===== config.mk =====
export PLATFORM = sky130hd
export DESIGN_NAME = switch_gpio_control
export DESIGN_NICKNAME = d
export VERILOG_FILES = /design/src/hw/switch_gpio_control_pkg.sv /design/src/hw/switch_gpio_control.sv
export VERILOG_INCLUDE_DIRS = /design/src /design/src/hw
export SDC_FILE = /design/constraint.sdc
export NUM_CORES = 1
export LEC_CHECK = 0
export CAP_MARGIN = 25
export CORE_MARGIN = 4
export CORE_UTILIZATION = 28
export CTS_CLUSTER_DIAMETER = 100
export DETAILED_ROUTE_END_ITERATION = 10
export DONT_BUFFER_PORTS = 1
export PLACE_DENSITY = 0.37
export SYNTH_ARGS = -nofsm -noshare
export SYNTH_HDL_FRONTEND = slang
export SYNTH_SLANG_ARGS = --single-unit

===== constraint.sdc =====
create_clock -name clk_sys_i -period 4.2 [get_ports clk_sys_i]
set_input_delay 0.21 -clock clk_sys_i [delete_from_list [all_inputs] [get_ports clk_sys_i]]
set_output_delay 0.21 -clock clk_sys_i [all_outputs]
set_load 0.1 [all_outputs]

===== src/hw/switch_gpio_control_defines.svh =====
// offsets, field positions, reset values for the pin control block
`ifndef SWITCH_GPIO_CONTROL_DEFINES_SVH
`define SWITCH_GPIO_CONTROL_DEFINES_SVH

// ----------------------------------------------------------------
// register map
// ----------------------------------------------------------------
`define PIN_CONTROL_OFS 12'h0b8
`define PIN_COUNT 8
`define PIN_GROUP_W 4

// ----------------------------------------------------------------
// field positions inside one 4-bit pin group
// ----------------------------------------------------------------
`define PIN_IN_POS 0
`define PIN_DIR_POS 1
`define PIN_VAL_POS 2
`define PIN_RSVD_POS 3

// ----------------------------------------------------------------
// reset values, one bit per pin
// ----------------------------------------------------------------
`define PIN_IN_RST 8'hff
`define PIN_DIR_RST 8'h00
`define PIN_VAL_RST 8'h00

`endif


===== src/hw/switch_gpio_control_pkg.sv =====
// types shared by the pin control block
package switch_gpio_control_pkg;

    // one configuration-space access, as the config decoder hands it over
    typedef struct packed {
        logic wr;
        logic rd;
        logic upstream;
        logic [11:0] addr;
        logic [3:0] be;
        logic [31:0] wdata;
    } cfg_req_t;

    // answer to a read
    typedef struct packed {
        logic valid;
        logic [31:0] data;
    } cfg_rsp_t;

endpackage


===== src/hw/switch_gpio_control.sv =====
// eight general-purpose pins behind one upstream configuration register
//
// Operation
// - bit 4n shows synchronised pin level, resets 1
// - bit 4n+1 selects direction, 1 means output
// - output pin drives bit 4n+2, resets 0
// - pin 0 value only while feature 1 off
// - pin 1 value only while feature 2 off
// - eight 4-bit groups, pin 7 at 28-30
// - register exists only in upstream port space
`timescale 1ns/1ns
`include "switch_gpio_control_defines.svh"

module switch_gpio_control (
    input wire logic clk_sys_i,
    input wire logic srst_i,
    input wire switch_gpio_control_pkg::cfg_req_t cfg_req_i,
    output switch_gpio_control_pkg::cfg_rsp_t cfg_rsp_o,
    input wire logic [1:0] port_power_event_feature_en_i,
    input wire logic [1:0] port_power_event_out_i,
    input wire logic [7:0] pin_in_i,
    output logic [7:0] pin_out_o,
    output logic [7:0] pin_oe_n_o
);

    // ----------------------------------------------------------------
    // pin input synchroniser
    // ----------------------------------------------------------------
    logic [7:0] in_meta_ff;
    logic [7:0] in_sync_ff;

    // both stages reset high so the input bits read 1 after reset
    always_ff @(posedge clk_sys_i) begin
        if (srst_i) begin
            in_meta_ff <= `PIN_IN_RST;
            in_sync_ff <= `PIN_IN_RST;
        end else begin
            in_meta_ff <= pin_in_i;
            in_sync_ff <= in_meta_ff;
        end
    end

    // ----------------------------------------------------------------
    // register write
    // ----------------------------------------------------------------
    logic [7:0] dir_ff;
    logic [7:0] val_ff;
    logic hit;
    logic wr_hit;
    logic [7:0] wr_dir;
    logic [7:0] wr_val;

    // downstream ports never decode this offset
    assign hit = cfg_req_i.upstream
        && (cfg_req_i.addr == `PIN_CONTROL_OFS);
    assign wr_hit = cfg_req_i.wr && hit;

    // pull the direction and value bits of every group out of the write word;
    // the input and reserved bits of the word are never looked at
    always_comb begin
        for (int n = 0; n < `PIN_COUNT; n++) begin
            wr_dir[n] = cfg_req_i.wdata[n*`PIN_GROUP_W+`PIN_DIR_POS];
            wr_val[n] = cfg_req_i.wdata[n*`PIN_GROUP_W+`PIN_VAL_POS];
        end
    end

    // each byte lane carries two pin groups; reserved bits are dropped
    always_ff @(posedge clk_sys_i) begin
        if (srst_i) begin
            dir_ff <= `PIN_DIR_RST;
            val_ff <= `PIN_VAL_RST;
        end else if (wr_hit) begin
            for (int n = 0; n < `PIN_COUNT; n++) begin
                if (cfg_req_i.be[n/2]) begin
                    dir_ff[n] <= wr_dir[n];
                    val_ff[n] <= wr_val[n];
                end
            end
        end
    end

    // ----------------------------------------------------------------
    // register read
    // ----------------------------------------------------------------
    logic [31:0] nxt_rdata;
    logic [31:0] rdata_ff;
    logic rvalid_ff;

    // pack the groups; the fourth bit of every group stays zero
    always_comb begin
        nxt_rdata = 32'h0000_0000;
        if (hit) begin
            for (int n = 0; n < `PIN_COUNT; n++) begin
                nxt_rdata[n*`PIN_GROUP_W+`PIN_IN_POS] = in_sync_ff[n];
                nxt_rdata[n*`PIN_GROUP_W+`PIN_DIR_POS] = dir_ff[n];
                nxt_rdata[n*`PIN_GROUP_W+`PIN_VAL_POS] = val_ff[n];
            end
        end
    end

    // answer one cycle after every read; unmapped reads return zero
    always_ff @(posedge clk_sys_i) begin
        if (srst_i) begin
            rvalid_ff <= 1'b0;
            rdata_ff <= 32'h0000_0000;
        end else begin
            rvalid_ff <= cfg_req_i.rd;
            rdata_ff <= cfg_req_i.rd ? nxt_rdata : 32'h0000_0000;
        end
    end

    assign cfg_rsp_o.valid = rvalid_ff;
    assign cfg_rsp_o.data = rdata_ff;

    // ----------------------------------------------------------------
    // pin drivers
    // ----------------------------------------------------------------
    logic [7:0] nxt_out;
    logic [7:0] out_ff;

    // the power event logic takes over pins 0 and 1 while enabled
    always_comb begin
        nxt_out = val_ff;
        if (port_power_event_feature_en_i[0]) begin
            nxt_out[0] = port_power_event_out_i[0];
        end
        if (port_power_event_feature_en_i[1]) begin
            nxt_out[1] = port_power_event_out_i[1];
        end
    end

    // registered so the pads see no decode glitches
    always_ff @(posedge clk_sys_i) begin
        if (srst_i) begin
            out_ff <= `PIN_VAL_RST;
        end else begin
            out_ff <= nxt_out;
        end
    end

    assign pin_out_o = out_ff;
    assign pin_oe_n_o = ~dir_ff;

    logic rst_seen_ff;
    always_ff @(posedge clk_sys_i) begin
        rst_seen_ff <= srst_i;
    end
endmodule // switch_gpio_control


Word-level counts from Yosys, hierarchy flattened
Index checks and enable logic that the tools add are counted.
{"block": "totals", "reg_bits": 73, "latch_bits": 0, "ramBits": 0, "mem_bits_ro": 0, "wordCells": 27, "n_memories": 0}
{"block": "op_classes", "n_addsub": 0, "mul": 0, "div_mod_pow": 0, "n_lt_le_gt_ge": 0, "n_eq_ne": 1, "n_shift": 0, "muxes": 2, "n_bitwise": 3, "n_reduce_logical": 7}
{"op": "12-bit by 8-bit == test with 1-bit output (second input constant)", "n": 1}
{"op": "8-bit inverter", "n": 1}
{"op": "2-bit AND reduction", "n": 4}
{"op": "3-bit OR reduction", "n": 1}
{"op": "1-bit logical AND", "n": 2}
{"op": "1-bit 2-to-1 mux", "n": 2}
{"op": "1-bit inverter", "n": 2}

Depth between registers and ports, before layout
{"block": "logic_depth", "depth_word": 4, "depth_mapped": 4, "depth_no_buf": 3}

Least setup slack after synthesis
No wires, ideal clock.
{"block": "synth_timing", "path_type": "input -> register", "start": "input port cfg_req_i[44] (netlist bit)", "end": "register val_ff[2]", "t_arrival_ns": 1.596, "required_time_ns": 4.079, "slack_ns": 2.484, "path_stages": 3, "n_path_buf": 0, "cell_sequence": "or4b_4 nor4_4 mux2_2"}
{"block": "synth_via", "elab_chain_len": 4}
{"element": "start: declaration", "line_no": "switch_gpio_control.sv:17", "rtl": "input wire switch_gpio_control_pkg::cfg_req_t cfg_req_i,"}
{"element": "12-bit by 8-bit == test with 1-bit output (no line)"}
{"element": "1-bit logical AND", "line_no": "switch_gpio_control.sv:54", "rtl": "assign hit = cfg_req_i.upstream"}
{"element": "1-bit logical AND", "line_no": "switch_gpio_control.sv:56", "rtl": "assign wr_hit = cfg_req_i.wr && hit;"}
{"element": "2-bit AND reduction (no line)"}
{"element": "end signal: assignment", "line_no": "switch_gpio_control.sv:71", "rtl": "val_ff <= `PIN_VAL_RST;"}
{"element": "end signal: indexed assignment", "line_no": "switch_gpio_control.sv:76", "rtl": "val_ff[n] <= wr_val[n];"}
{"element": "end: declaration", "line_no": "switch_gpio_control.sv:47", "rtl": "logic [7:0] val_ff;"}
No other way between the ends.
A chain may end at the register's enable or synchronous reset.

Worst setup path in the final report
{"block": "layout_timing", "start": "input port srst_i", "end": "register rvalid_ff"}
{"element": "start: declaration", "line_no": "switch_gpio_control.sv:16", "rtl": "input wire logic srst_i,"}
{"element": "end signal: assignment", "line_no": "switch_gpio_control.sv:107", "rtl": "rvalid_ff <= cfg_req_i.rd;"}
{"element": "end: declaration", "line_no": "switch_gpio_control.sv:87", "rtl": "logic rvalid_ff;"}
No word-level cell between the ends.

==> flow_summary.toml <==
[setup_path]
cp_max_fo = 28
crit_required_ns = 4.42
cp-end-kind = "flop"
rrSetupSlack_ns = 3.37
startpoint_type = "input port"
timing.setup.critical_path_class = "in -> reg"
critPathArrivalTime_ns = 2.00

[clock_network]
cts_tree = "done"
cts-buffers-inserted = 9
clock_sinks = 65
clk_latency_ns = 0.33
clkTransAtPathRegs_ns = 0.07
ctsRootBufferMaster = "clkbuf_8"
post_cts_buffers = 0
htree_num_levels = 3
clock_path_buffers = 2

[routing]
met3_wirelength_um = 322
highest_layer = "met4"
routed_wl_um = 4330
drc = 0
met2_length_um = 2110
met1_length_um = 1770
viasPerCell = 4.02
drt-initial-drc-count = 12
drtPass1Iterations = 4
antenna_left = 0
num_vias = 1271
wl_per_cell_um = 13.7

[sta]
rsz0062_at_grt = "no"
setup_viol = 0
hold_violations = 0
fin_skew_ns = 0.00762
finalCritPeriodShare_pct = 42.4
relSlewSlack_pct = 35.1
tns_ns = 0
period_needed_ns = 1.78
holdWs_ns = 0.0257
fmax_ghz = 0.561
setup_slack_ns = 2.42
finalMaxSlewViolations = 0
tightest_slew_ns = 0.972

[pwr]
power_density_nw_per_um2 = 448
pwr-share-clk_pct = 40.3
combPwrFrac_pct = 5.4
ir_drop_mv = 0.166
internal_power_uw = 875
p_leak_uw = 0.00101
seq_power_share_pct = 54.3
sw_frac_of_total_pct = 25.3
switchingPower_uw = 296

[synthesis]
synthMuxAreaShare_pct = 8.31
synth-seq-cells = 65
synth_edf_count = 0
ys_warn_count = 0
synth_xor_area_share_pct = 0
synth-adder-area-share_pct = 0
synth_area_leaders = "dfxtp_1 (58%), and2_1 (6.6%), nand2b_1 (5.5%)"
yosysUniqueCellTypes = 18
syn_area_um2 = 2260
synth_top_area_share_pct = 57.6
async_flop_share_pct = 0
synth_top_family_by_area = "simple AND/OR/NAND/NOR gates"
synth-simple-area-share_pct = 28.3
avgSynthCellArea_um2 = 11.5
netlist_instances = 196
synth_compound_area_share_pct = 0
yosysSeqAreaShare_pct = 57.6
synth_top_area_cell = "dfxtp_1"
synth_ff_type = "dfxtp_1"

[floorplanning]
fp-row-count = 32
start_util_pct = 29.1
die_area_um2 = 9570
ios = 114
core_um2 = 7770
die_y_um = 97.8
die_x_um = 97.8

[finish]
num_antenna_cells = 0
nets = 274
areaGrowthSynthToFinish_pct = 15.5
final_util_pct = 33.6
final_common_cell = "dfxtp_1"
drive_gt1_share_pct = 22.0
mostFrequentLayoutCells = "dfxtp_1 (65), and2_1 (24), nand2b_1 (20)"

[global_route]
grt_pass1_wl_um = 7150
grt_pass1_vias = 1360
grt.total_usage_pct = 9.71
antenna_found_initial = 0
grt_overflow = 0
grt_max_degree = 29

[place]
port_buffers = 0
pre_cts_ws_ns = 2.01
dp_hpwl_um = 3010
place.gp.congestion = 0.681

[flow_run]
drv_cap = 0

[worst_hold_path]
worstHoldPathType = "in -> reg"

[run_status]
outcome = "finished, final reports clean"
-- worst max-delay path: stages --
cell           delay [ns]
dlygate4sd3_1        1.11
nor2b_1              0.09
dlygate4sd3_1        0.58
-- Yosys cell counts, types with 2 or more instances --
| cell type | number |
|---|---|
| or2_2 | 16 |
| dfxtp_1 | 65 |
| nor2_1 | 2 |
| mux2_2 | 6 |
| nand2b_1 | 20 |
| inv_1 | 8 |
| and2_1 | 24 |
| mux2i_1 | 12 |
| clkbuf_2 | 2 |
| buf_4 | 9 |
| or4b_4 | 2 |
| nor2b_1 | 13 |
| nor4_4 | 5 |
| nand4_1 | 4 |
| clkbuf_1 | 5 |
-- cells by family (layout without fill, tap and decap cells) --
logic type	after synthesis	in the layout
mux	18	18
other cells	1	8
simple gates	88	88
buf+inv	24	35
flops	65	65
-- power by group through the flow --
stage          combinational [µW]  clock [µW]  sequential, µW
5_1_grt                      67.2         520             636
3_5_place_dp                 52.9           0             650
6_report                     63.1         472             635
3_3_place_gp                 52.3           0             649
4_1_cts                      63.8         495             635
2_1_floorplan                65.5           0             645
-- state kept, by name (all words and copies together), names as in the netlist --
| signal | flops |
|---|---|
| rdata_ff | 24 |
| val_ff | 8 |
| pin_out_o | 8 |
| rvalid_ff | 1 |
| in_sync_ff | 8 |
| dir_ff | 8 |
| in_meta_ff | 8 |
-- path summary, 6_finish.rpt --
kind | startpoint | to | cells after the start
min reg2reg | in_meta_ff[4] | in_sync_ff[4] | 1
min | port_power_event_out_i[0] | pin_out_o[0] | 2
max | srst_i | rvalid_ff | 3
max reg2reg | val_ff[3] | val_ff[3] | 2
-- stage by stage --
stage	cells	total power [µW]	cell area, µm²
floorplan	203	711	2290
global placement	289	702	2320
detailed placement	289	702	2320
CTS	315	1190	2600
global route	316	1220	2610
finish	316	1170	2610
-- layer usage --
metal	vias to the layer above	global-route usage, %
met5	-	0
met4	0	5.75
met3	11	4.21
met2	56	15.4
met1	574	10.8
li1	630	-
-- what timing repair did --
item | 4_1_cts | 5_1_grt
setup endpoints to repair | 0 | 0
resized for setup | 0 | 0
hold endpoints to repair | 25 | 0
hold buffers | 10 | 0
-- area by class of cell --
cell class | count | area, µm²
Clock buffer | 10 | 138
Clock inverter | 6 | 43.8
Inverter | 8 | 30.0
Tap cell | 102 | 128
Multi-Input combinational cell | 114 | 858
Timing Repair Buffer | 11 | 111
Fill cell | 808 | 5160
Sequential cell | 65 | 1300
No activity file was read; power rests on OpenSTA's default activity.
